<file path="config.mk">
export PLATFORM = sky130hd
export DESIGN_NAME = ivf_core
export DESIGN_NICKNAME = d
export VERILOG_FILES = /design/src/ivf_pkg.sv /design/src/ivf_core.sv
export SDC_FILE = /design/constraint.sdc
export NUM_CORES = 1
export LEC_CHECK = 0
export BUFFER_PORTS_ARGS = -buffer_cell sky130_fd_sc_hd__clkbuf_2
export CORE_UTILIZATION = 50
export CTS_BUF_LIST = sky130_fd_sc_hd__clkbuf_4
export CTS_CLUSTER_SIZE = 24
export DETAILED_ROUTE_END_ITERATION = 10
export PLACE_DENSITY = 0.69
export REMOVE_ABC_BUFFERS = 1
export SETUP_SLACK_MARGIN = 0.2
export SKIP_LAST_GASP = 1
export SYNTH_ARGS = -nofsm -noshare
export SYNTH_HDL_FRONTEND = slang
export SYNTH_SLANG_ARGS = --single-unit
</file>
<file path="constraint.sdc">
create_clock -name ref_clk -period 41.2 [get_ports ref_clk]
set_input_delay 8.24 -clock ref_clk [delete_from_list [all_inputs] [get_ports ref_clk]]
set_output_delay 8.24 -clock ref_clk [all_outputs]
set_load 0.05 [all_outputs]
</file>
<file path="src/ivf_pkg.sv">
// Constants and types for the vector interrupt and fast interrupt select block.
package ivf_pkg;
    // Structure sizes.
    localparam int NODES     = 16;
    localparam int NODE_W    = 4;
    localparam int NODE_PRIORITY_W    = 4;
    localparam int SP_W      = 4;
    localparam int STACK_D   = 16;
    localparam int FAST_SRCS = 8;
    localparam int LANES     = 4;
    localparam int BYTE_W    = 8;

    // Register byte offsets on the Wishbone slave.
    localparam logic [7:0] OFS_IRQ_CTRL  = 8'h00;
    localparam logic [7:0] OFS_FORCED    = 8'h04;
    localparam logic [7:0] OFS_VTB       = 8'h08;
    localparam logic [7:0] OFS_STATUS    = 8'h0C;
    localparam logic [7:0] OFS_FAST_PEND = 8'h10;
    localparam logic [7:0] OFS_FAST_CTRL = 8'h14;
    localparam logic [1:0] NODE_REGION   = 2'h1;

    // Field positions.
    localparam int CTRL_GE_BIT   = 0;
    localparam int CTRL_TE_BIT   = 1;
    localparam int NODE_M_BIT    = 7;
    localparam int NODE_P_BIT    = 6;
    localparam int NODE_E_BIT    = 5;
    localparam int FAST_PEND_BIT = 0;
    localparam int FAST_GE_BIT   = 7;
    localparam int FAST_SEL_ON   = 3;

    // Vector table geometry and priority limit.
    localparam logic [31:0]       EXIT_OFS    = 32'h0000_0100;
    localparam int                ENTRY_SHIFT = 2;
    localparam logic [NODE_PRIORITY_W-1:0] NODE_PRIORITY_MAX    = 4'hF;

    // Source node state.
    typedef struct packed {
        logic              p;
        logic              e;
        logic [NODE_PRIORITY_W-1:0] node_priority;
    } ivf_node_t;

    // Core access seen on the vector table locations.
    typedef struct packed {
        logic        valid;
        logic        we;
        logic        word;
        logic [31:0] addr;
    } ivf_vt_acc_t;

    // Whole state of the block.
    typedef struct packed {
        ivf_node_t [NODES-1:0]               node;
        logic                                ge;
        logic                                te;
        logic [NODE_PRIORITY_W-1:0]                   forced;
        logic [31:0]                         vector_table_base;
        logic [NODE_PRIORITY_W-1:0]                   level;
        logic [STACK_D-1:0][NODE_PRIORITY_W-1:0]      stack;
        logic [SP_W-1:0]                     sp;
        logic                                irq_act;
        logic                                fast_pend;
        logic                                fast_ge;
        logic [3:0]                          fast_sel;
        logic                                fast_act;
        logic                                ack;
        logic [31:0]                         rdat;
        logic                                vec_ack;
        logic                                vec_exit;
        logic [31:0]                         vec_entry;
    } ivf_state_t;
endpackage

</file>
<file path="src/ivf_core.sv">
// Vector interrupt controller with fast interrupt source select and Wishbone registers.
`timescale 1ns/100ps
// Contract
// - Disabled node still pends, never requests.
// - Inactive comparator read gives default vector.
// - Comparator drops when sole node withdraws.
// - Word write at base plus 0x100 exits.
// - Table enable cleared blocks acknowledge and exit.
// - Only word accesses trigger acknowledge or exit.
// - Global enable clear gates next requests only.
// - Maximum forced priority blocks further requests.
// - Encoder uses registered node state, next cycle.
// - Table base always accessible, used immediately; code holds it at zero while standby_irq is low.
// - One of eight fast sources routed.
// - Fast pending latched until cleared; output gateable.
// - Routed fast source detached from its node.
// - Fast registers reset while fast standby cleared.
// - Fast pending bit zero, set/clear by writes.
// - Fast control: enable bit seven, select low.
// - Vector read acknowledges, clears pending, saves level.
// - Fast enable clear waits for inactive request.
// - Select top bit gates routing, low bits pick.
module ivf_core import ivf_pkg::*; (
    input  wire logic                 ref_clk,
    input  wire logic                 rst_n,
    input  wire logic                 wb_cyc,
    input  wire logic                 wb_stb,
    input  wire logic                 wb_we,
    input  wire logic [7:0]           wb_adr,
    input  wire logic [LANES-1:0]     wb_sel,
    input  wire logic [31:0]          wb_dat_w,
    output logic      [31:0]          wb_dat_r,
    output logic                      wb_ack,
    input  wire logic                 standby_irq,
    input  wire logic                 standby_fiq,
    input  wire logic [NODES-1:0]     node_src,
    input  wire ivf_vt_acc_t          vt_acc,
    output logic      [31:0]          vector_entry,
    output logic                      vector_acknowledge,
    output logic                      vector_exit_signal,
    output logic                      normal_irq_req_n,
    output logic                      fast_irq_req_n
);
    ivf_state_t          st_ff;
    ivf_state_t          nxt_st;
    logic [NODE_W-1:0]   win;
    logic [NODE_PRIORITY_W-1:0]   win_node_priority;
    logic                cmp;
    logic                rd_base;
    logic                wr_exit;
    logic                bus_req;
    logic                bus_wr;
    logic                sel_on;
    logic [2:0]          sel_idx;
    logic [NODES-1:0]    src_eff;

    // Matches a word-aligned register offset.
    function automatic logic hit(input logic [7:0] adr, input logic [7:0] ofs);
        hit = (adr == ofs);
    endfunction

    // Matches the source node region.
    function automatic logic node_hit(input logic [7:0] adr);
        node_hit = (adr[7:6] == NODE_REGION) && (adr[1:0] == 2'h0);
    endfunction

    // Next state of the whole block.
    always_comb begin
        nxt_st   = st_ff;
        win      = '0;
        win_node_priority = '0;
        // Encoder reads only registered node state, so writes act a cycle later.
        for (int i = 0; i < NODES; i++) begin
            if (st_ff.node[i].p && st_ff.node[i].e && st_ff.node[i].node_priority > win_node_priority) begin
                win      = NODE_W'(i);
                win_node_priority = st_ff.node[i].node_priority;
            end
        end
        cmp     = win_node_priority > st_ff.level;
        sel_on  = st_ff.fast_sel[FAST_SEL_ON];
        sel_idx = st_ff.fast_sel[2:0];
        for (int i = 0; i < NODES; i++) begin
            src_eff[i] = node_src[i] && !(sel_on && i == int'(sel_idx));
        end
        // Hardware actions on the vector table need table enable and a word access.
        rd_base = vt_acc.valid && vt_acc.word && st_ff.te && !vt_acc.we
                  && vt_acc.addr == st_ff.vector_table_base;
        wr_exit = vt_acc.valid && vt_acc.word && st_ff.te && vt_acc.we
                  && vt_acc.addr == st_ff.vector_table_base + EXIT_OFS;
        bus_req = wb_cyc && wb_stb;
        bus_wr  = bus_req && wb_we && st_ff.ack;
        nxt_st.ack      = bus_req && !st_ff.ack;
        nxt_st.vec_ack  = 1'b0;
        nxt_st.vec_exit = wr_exit;

        // Acknowledge or default vector on a base read.
        if (rd_base) begin
            if (cmp) begin
                nxt_st.vec_ack            = 1'b1;
                nxt_st.vec_entry          = st_ff.vector_table_base + ((32'(win) + 32'h1) << ENTRY_SHIFT);
                nxt_st.node[win].p        = 1'b0;
                nxt_st.stack[st_ff.sp]    = st_ff.level;
                nxt_st.sp                 = st_ff.sp + 4'h1;
                nxt_st.level              = win_node_priority;
            end else begin
                nxt_st.vec_entry = st_ff.vector_table_base;
            end
        end
        // Exit restores the interrupted level.
        if (wr_exit && st_ff.sp != '0) begin
            nxt_st.level = st_ff.stack[st_ff.sp - 4'h1];
            nxt_st.sp    = st_ff.sp - 4'h1;
        end
        // A held request stays until read or comparator drop; new ones need gates.
        if (st_ff.irq_act) begin
            nxt_st.irq_act = cmp && !rd_base;
        end else begin
            nxt_st.irq_act = cmp && st_ff.ge && win_node_priority > st_ff.forced;
        end

        // Register writes at the acknowledged edge.
        if (bus_wr && wb_sel[0]) begin
            if (hit(wb_adr, OFS_IRQ_CTRL)) begin
                nxt_st.ge = wb_dat_w[CTRL_GE_BIT];
                nxt_st.te = wb_dat_w[CTRL_TE_BIT];
            end
            if (hit(wb_adr, OFS_FORCED)) begin
                nxt_st.forced = wb_dat_w[NODE_PRIORITY_W-1:0];
            end
            if (node_hit(wb_adr)) begin
                nxt_st.node[wb_adr[5:2]].e    = wb_dat_w[NODE_E_BIT];
                nxt_st.node[wb_adr[5:2]].node_priority = wb_dat_w[NODE_PRIORITY_W-1:0];
                if (wb_dat_w[NODE_M_BIT]) begin
                    nxt_st.node[wb_adr[5:2]].p = wb_dat_w[NODE_P_BIT];
                end
            end
            if (hit(wb_adr, OFS_FAST_PEND)) begin
                nxt_st.fast_pend = wb_dat_w[FAST_PEND_BIT];
            end
            if (hit(wb_adr, OFS_FAST_CTRL)) begin
                nxt_st.fast_ge  = wb_dat_w[FAST_GE_BIT];
                nxt_st.fast_sel = wb_dat_w[3:0];
            end
        end
        if (bus_wr && hit(wb_adr, OFS_VTB)) begin
            for (int b = 0; b < LANES; b++) begin
                if (wb_sel[b]) begin
                    nxt_st.vector_table_base[b*BYTE_W +: BYTE_W] = wb_dat_w[b*BYTE_W +: BYTE_W];
                end
            end
        end

        // Sources set pending after bus and acknowledge clears, so a set beats them; fast standby clear still wins.
        for (int i = 0; i < NODES; i++) begin
            if (src_eff[i]) begin
                nxt_st.node[i].p = 1'b1;
            end
        end
        if (sel_on && node_src[sel_idx]) begin
            nxt_st.fast_pend = 1'b1;
        end
        // Fast output holds while pending; enable gates only a new assertion.
        if (st_ff.fast_act) begin
            nxt_st.fast_act = st_ff.fast_pend;
        end else begin
            nxt_st.fast_act = st_ff.fast_pend && st_ff.fast_ge;
        end

        // Standby flags clear their part; pending flags of nodes keep running.
        if (!standby_irq) begin
            for (int i = 0; i < NODES; i++) begin
                nxt_st.node[i].e    = 1'b0;
                nxt_st.node[i].node_priority = '0;
                nxt_st.node[i].p    = st_ff.node[i].p || src_eff[i];
            end
            nxt_st.ge       = 1'b0;
            nxt_st.te       = 1'b0;
            nxt_st.forced   = '0;
            nxt_st.vector_table_base      = '0;
            nxt_st.level    = '0;
            nxt_st.stack    = '0;
            nxt_st.sp       = '0;
            nxt_st.irq_act  = 1'b0;
            nxt_st.vec_ack  = 1'b0;
            nxt_st.vec_exit = 1'b0;
        end
        if (!standby_fiq) begin
            nxt_st.fast_pend = 1'b0;
            nxt_st.fast_ge   = 1'b0;
            nxt_st.fast_sel  = '0;
            nxt_st.fast_act  = 1'b0;
        end

        // Read data is captured in the request cycle and shown with ack.
        nxt_st.rdat = '0;
        if (bus_req && !st_ff.ack) begin
            if (hit(wb_adr, OFS_IRQ_CTRL)) begin
                nxt_st.rdat[CTRL_GE_BIT] = st_ff.ge;
                nxt_st.rdat[CTRL_TE_BIT] = st_ff.te;
            end
            if (hit(wb_adr, OFS_FORCED)) begin
                nxt_st.rdat[NODE_PRIORITY_W-1:0] = st_ff.forced;
            end
            if (hit(wb_adr, OFS_VTB)) begin
                nxt_st.rdat = st_ff.vector_table_base;
            end
            if (hit(wb_adr, OFS_STATUS)) begin
                nxt_st.rdat[15:0] = {st_ff.fast_act, st_ff.irq_act, cmp, 1'b0,
                                     st_ff.sp, win_node_priority, st_ff.level};
            end
            if (node_hit(wb_adr)) begin
                nxt_st.rdat[NODE_P_BIT]   = st_ff.node[wb_adr[5:2]].p;
                nxt_st.rdat[NODE_E_BIT]   = st_ff.node[wb_adr[5:2]].e;
                nxt_st.rdat[NODE_PRIORITY_W-1:0]   = st_ff.node[wb_adr[5:2]].node_priority;
            end
            if (hit(wb_adr, OFS_FAST_PEND)) begin
                nxt_st.rdat[FAST_PEND_BIT] = st_ff.fast_pend;
            end
            if (hit(wb_adr, OFS_FAST_CTRL)) begin
                nxt_st.rdat[FAST_GE_BIT] = st_ff.fast_ge;
                nxt_st.rdat[3:0]         = st_ff.fast_sel;
            end
        end
    end

    // State register; every field resets to zero.
    always_ff @(posedge ref_clk or negedge rst_n) begin
        if (!rst_n) begin
            st_ff <= '0;
        end else begin
            st_ff <= nxt_st;
        end
    end

    // Outputs straight from the state register.
    assign wb_dat_r           = st_ff.rdat;
    assign wb_ack             = st_ff.ack;
    assign vector_entry       = st_ff.vec_entry;
    assign vector_acknowledge = st_ff.vec_ack;
    assign vector_exit_signal = st_ff.vec_exit;
    assign normal_irq_req_n   = !st_ff.irq_act;
    assign fast_irq_req_n     = !st_ff.fast_act;
endmodule

</file>
-- After elaboration in Yosys (flattened, before gate mapping)
Index checks and enable logic that the tools add are counted.
- memory bits (writable): 0
- latch bits: 0
- output and inout bits: 69
- bits of input ports: 102
- memories kept: 0
- word-level logic and storage cells: 364
- register bits: 281
- bits in read-only memories: 0
- bitwise gates (word level): 0
- reduce and logical (&&, ||, !) cells: 113
- order comparisons: 26
- shift-type cells: 0
- divide/modulo/power cells: 0
- multiply operators: 0
- add/sub/neg operators: 5
- equal/unequal tests: 31
- muxes and demuxes: 106
- operators with widths (operator ; number):
    bitwise mux 96 bit ; 4
    2-to-1 mux 96 bit ; 4
    2-to-1 mux 207 bit ; 1
    2-to-1 mux 72 bit ; 2
    2-to-1 mux 4 bit ; 33
    2-to-1 mux 32 bit ; 4
    2-to-1 mux 102 bit ; 1
    demux 6 bit (select 4 bit) ; 4
    logical AND 1 bit ; 70
    greater-than comparator 4 bit ; 17
    bitwise mux 64 bit ; 1
    equality test 32 bit ; 2
    adder 32 x 7 -> 32 bit ; 1
    adder 32 x 9 -> 32 bit (second input constant) ; 1
    2-to-1 mux 8 bit ; 4
    2-to-1 mux 1 bit ; 26
    binary-select mux 6 bit (select 4 bit) ; 1
    2-to-1 mux 6 bit ; 4
    < comparator 4 x 5 -> 1 bit (second input constant) ; 4
    AND reduction 2 bit ; 10
    binary-select mux 4 bit (select 4 bit) ; 1
    demux 4 bit (select 4 bit) ; 1
    equality test 8 x 4 -> 1 bit (second input constant) ; 2
    equality test 8 x 5 -> 1 bit (second input constant) ; 2
    other kinds (26) ; 81

-- Depth between registers and ports, before layout
- word-level depth: 63
- mapped depth: 141
- gate-level depth less buffers: 138

-- Worst setup path before layout
Ideal clock, no wire load.
- path type: register to register
- start: register st_ff[190] (netlist bit)
- end: register st_ff[79] (netlist bit)
- data arrival time: 25.526 ns
- buffers on the path: 4
- clock period less this slack: 25.658 ns
- required time: 41.068 ns
- library setup time: 0.132 ns
- slack: 15.542 ns
- cell stages (with the launch flop): 136
- path through: dfrtp_1 and3_1 inv_2 ha_1 nand4_1 nand3_1 a21oi_1 mux2_2 ha_1 inv_1 a21oi_1 a21oi_1 o21ai_0 a21oi_1 mux2i_1 inv_1 ha_1 nor2b_1 (+100 left out) o21a_1 o2111a_1 clkbuf_1 nor2_1 a22o_1 ha_1 nor2b_1 o21ai_0 nand2b_1 a21oi_1 a41o_1 clkbuf_1 nor4_1 clkbuf_1 nand2_1 nor3_1 mux2i_1 nor2_1
- longest elaborated chain between the ends: 51
- ends and longest elaborated chain (what ; line ; RTL):
    from (decl) ; ivf_core.sv:44 ; ivf_state_t st_ff;
    from (signal assigned) ; ivf_core.sv:231 ; st_ff <= nxt_st;
    logical AND 1 bit * (2 in a row) ; ivf_core.sv:74 ; if (st_ff.node[i].p && st_ff.node[i].e && st_ff.node[i].node_priority > win_node_priority) begin
    2-to-1 mux 4 bit * ; ivf_core.sv:74 ;
    greater-than comparator 4 bit ; ivf_core.sv:74 ;
    logical AND 1 bit ; ivf_core.sv:74 ;
    2-to-1 mux 4 bit * ; ivf_core.sv:74 ;
    greater-than comparator 4 bit ; ivf_core.sv:74 ;
    logical AND 1 bit ; ivf_core.sv:74 ;
    2-to-1 mux 4 bit * ; ivf_core.sv:74 ;
    (+34 left out) ; -- ;
    logical AND 1 bit ; ivf_core.sv:74 ;
    2-to-1 mux 4 bit * ; ivf_core.sv:74 ;
    greater-than comparator 4 bit ; ivf_core.sv:74 ;
    logical AND 1 bit ; ivf_core.sv:74 ;
    2-to-1 mux 4 bit * ; ivf_core.sv:74 ;
    greater-than comparator 4 bit * ; ivf_core.sv:79 ; cmp = win_node_priority > st_ff.level;
    != test 2 x 1 -> 1 bit (no source line) * ; -- ;
    AND reduction 2 bit (no source line) * ; -- ;
Every way passes the cells marked *; elsewhere a longest branch is shown, timed or not.
A chain may end at the register's enable or synchronous reset.

-- Final worst setup path
- start: register st_ff[190] (netlist bit)
- end: register st_ff (netlist bit vector_entry[17])
- longest elaborated chain between the ends: 51
- elaborated cells on any way between the ends: 67
- those cells by class: 2 x add/sub; 16 x order compare; 32 x mux; 17 x reduce/logical
- ends and longest elaborated chain (what ; line ; RTL):
    logical AND 1 bit * (2 in a row) ; ivf_core.sv:74 ;
    2-to-1 mux 4 bit * ; ivf_core.sv:74 ;
    greater-than comparator 4 bit ; ivf_core.sv:74 ;
    logical AND 1 bit ; ivf_core.sv:74 ;
    2-to-1 mux 4 bit ; ivf_core.sv:74 ;
    greater-than comparator 4 bit ; ivf_core.sv:74 ;
    logical AND 1 bit ; ivf_core.sv:74 ;
    2-to-1 mux 4 bit ; ivf_core.sv:74 ;
    (+34 left out) ; -- ;
    logical AND 1 bit ; ivf_core.sv:74 ;
    2-to-1 mux 4 bit ; ivf_core.sv:74 ;
    greater-than comparator 4 bit ; ivf_core.sv:74 ;
    logical AND 1 bit ; ivf_core.sv:74 ;
    2-to-1 mux 4 bit ; ivf_core.sv:74 ;
    adder 4 x 1 -> 5 bit ; ivf_core.sv:100 ; nxt_st.vec_entry = st_ff.vector_table_base + ((32'(win) + 32'h1) << ENTRY_SHIFT);
    adder 32 x 7 -> 32 bit ; ivf_core.sv:100 ;
    2-to-1 mux 32 bit * ; ivf_core.sv:98 ; if (cmp) begin
Marks and branches as above.

==> impl_metrics.toml <==
[status]
status = "completed"

[pwr]
report.power.total_w = 0.000570
peakVddDrop_uv = 16.5
power_switching_share = 0.251
p_sw_w = 0.000143
leakage_nw = 8.56
cellInternalPower_w = 0.000427
comb_power_share = 0.054
power_frac_seq = 0.485
power_density_mw_per_mm2 = 28.0
clock_power_share = 0.461

[timing]
fin_crit_ns = 29.08
relSlewSlack = 0.201
setup_violations = 0
worst_pin_slew_ns = 1.20
hold_slack_ns = 0.476
fin_worst_skew_ns = 0.0516
fmax_mhz = 34.4
rsz0062_at_grt = "false"
maxSlewViolCount = 0
hold_violations = 0
tns_ns = 0
fin_crit_sh = 0.706

[grt]
grt_usage = 0.287
grt_start_max_net_pins = 131
grt_pass1_vias = 15500
grt_pass1_wl_um = 86100
overflow = 0
antenna_found_initial = 5

[logic_synthesis]
synth_edf_count = 0
synth_top_area_frac = 0.375
synth_top_area_cell = "dfrtp_1"
yosysUniqueCellTypes = 78
yosysSeqAreaShare = 0.375
ys_ff_latch = 281
syn_area_per_cell_sq_um = 9.16
ys_async_sr_fraction = 1.00
syn-cell-area_sq_mm = 0.0188
synthTopCellsByArea = "dfrtp_1 37%, mux2i_1 7.6%, mux4_2 6.5%, nor2_1 5.3%, ha_1 4.7%"
ys_warn_count = 0
syn_inst = 2049
ys.flop_type = "dfrtp_1"

[detailed_routing]
drt-initial-drc-count = 1425
wl_um = 55000
drc = 0
viasPerCell = 6.06
ant_nets = 0
drtPass1Iterations = 9
vias = 16100
wire_per_inst_um = 20.7

[cts]
post-cts-setup-buffers = 0
cts_resized = 0
cts_buffers = 78
clock_latency_ns = 0.73
holdBufCountCts = 0
cts_buffer_depth = 3
clock-sinks = 281
cts-root-buf = "clkbuf_4"
clk_pin_slew_ns = 0.06
cts_max_level = 3
tritoncts = "yes"

[setup_path]
r2r-start = "st_ff[190]"
slowest_delay_ns = 0.58
r2r_slack_ns = 12.12
reg2reg_depth = 132
crit_type = "flop to flop"
setup.worst_path.end_class = "flop"
path_common_cell = "ha_1"
r2r_end = "vector_entry[17]"
worstPathRequired_ns = 41.79
crit_slowest_cell = "a221oi_2"
worstPathArrival_ns = 29.67
startpoint_type = "flop"
path_max_fanout = 12

[floorplanning]
io_pins = 171
die_area_sq_mm = 0.0383
placementRows = 70
die_h_um = 196
die_w_um = 196
core_area_sq_mm = 0.0368
start_util = 0.510

[final_layout]
final_nets = 2305
final_cell_mix = "281 x dfrtp_1, 262 x nor2_1, 230 x nand2_1"
fin_util = 0.554
area_growth_pct = 8.71
final_common_cell = "dfrtp_1"
drive_gt1_frac = 0.192

[hold_path]
hold_depth = 2
hp-class = "flop to flop"
hold_start = "vector_entry[18]"
min_to = "vector_entry[18]"

[flow_run]
maxCapViolCount = 0

[place]
numPortBuffers = 170
hpwl_um = 39500
place_congestion = 0.901
## stage by stage
stage | instance area [sq um] | setup slack [ns] | instances
after floorplan | 17800 | 15.15 | 1868
after global placement | 19400 | 13.67 | 2519
after detailed placement | 19400 | 12.56 | 2519
after CTS | 20400 | 12.44 | 2648
after global routing | 20400 | 9.67 | 2649
final | 20400 | 12.12 | 2651
## Yosys cell counts, drive strengths merged (4+ instances only)
| library cell | instances |
|---|---|
| a211oi | 6 |
| a21boi | 4 |
| a21o | 13 |
| a21oi | 109 |
| a221oi | 12 |
| a222oi | 5 |
| a22oi | 12 |
| a2bb2oi | 7 |
| a31oi | 14 |
| a32o | 8 |
| a41o | 4 |
| a41oi | 4 |
| and2 | 10 |
| and3 | 34 |
| buf | 82 |
| clkbuf | 99 |
| dfrtp | 281 |
| ha | 71 |
| inv | 85 |
| mux2 | 28 |
| mux2i | 142 |
| mux4 | 54 |
| nand2 | 230 |
| nand2b | 11 |
| nand3 | 74 |
| nand4 | 24 |
| nor2 | 263 |
| nor2b | 20 |
| nor3 | 38 |
| nor4 | 13 |
| o2111a | 7 |
| o2111ai | 9 |
| o211ai | 18 |
| o21a | 19 |
| o21ai | 89 |
| o21bai | 4 |
| o22ai | 4 |
| o31ai | 5 |
| or2 | 9 |
| or3 | 9 |
| xnor2 | 47 |
| xor2 | 40 |
## registers in the layout, indices dropped and copies added, names as in the netlist
| register | flops |
|---|---|
| st_ff | 210 |
| sel_idx | 3 |
| vector_exit_signal | 1 |
| wb_dat_r | 32 |
| wb_ack | 1 |
| vector_entry | 32 |
| vector_acknowledge | 1 |
| sel_on | 1 |
## kinds of logic (layout without fill, tap and decap cells)
kind of cell | Yosys count | after routing | synth area share
other | 0 | 3 | 0
buffers and inverters | 266 | 397 | 0.0662
multiplexers | 224 | 224 | 0.158
XOR/XNOR | 87 | 87 | 0.0406
flip-flops | 281 | 281 | 0.375
AND/OR/NAND/NOR | 747 | 747 | 0.178
AO/OA/AOI/OAI | 372 | 372 | 0.134
adder cells (fa/ha/maj) | 72 | 72 | 0.0484
## power by group through the flow
stage / Sequential [W] / Combinational [W] / Clock [W]
floorplan: 0.000282 / 0.00000911 / 0
global placement: 0.000282 / 0.0000302 / 0
detailed placement: 0.000282 / 0.0000304 / 0
CTS: 0.000277 / 0.0000305 / 0.000268
global route: 0.000276 / 0.0000331 / 0.000281
finish: 0.000277 / 0.0000305 / 0.000263
## metal layers
| metal | vias to the layer above | share of wire | GRT usage |
|---|---|---|---|
| met2 | 694 | 0.45 | 0.435 |
| li1 | 7408 | - | - |
| met4 | 2 | 0.037 | 0.124 |
| met3 | 133 | 0.073 | 0.0552 |
| met5 | - | 0.00024 | 0 |
| met1 | 7833 | 0.44 | 0.401 |
## critical path, delay by kind of cell, from the launching register on
family,cells,cell delay (ns)
AO/OA/AOI/OAI,59,12.07
AND/OR/NAND/NOR,32,7.24
adder cells (fa/ha/maj),16,4.16
multiplexers,10,3.73
buffers and inverters,13,0.94
flip-flops,1,0.44
XOR/XNOR,2,0.35
## layout make-up
cell class                      instances  area (sq um)
Fill cell                            3364         16400
Multi-Input combinational cell       1502         10500
Sequential cell                       281          7030
Timing Repair Buffer                  183           958
Clock buffer                          112           841
Tap cell                              468           586
Inverter                               85           324
Clock inverter                         17           151
Antenna cell                            3          7.51
## worst max path at each step
stage | startpoint | endpoint | slack, ns | depth (start not counted)
final | st_ff[190] | vector_entry[17] | 12.12 | 132
after floorplan | st_ff[190] | st_ff[91] | 15.15 | 131
after detailed placement | st_ff[190] | vector_entry[17] | 12.56 | 133
after global routing | st_ff[190] | vector_entry[17] | 9.67 | 135
after global placement | st_ff[190] | vector_entry[17] | 13.67 | 135
after CTS | st_ff[190] | vector_entry[17] | 12.44 | 132
Power figures use the tool's default switching activity.
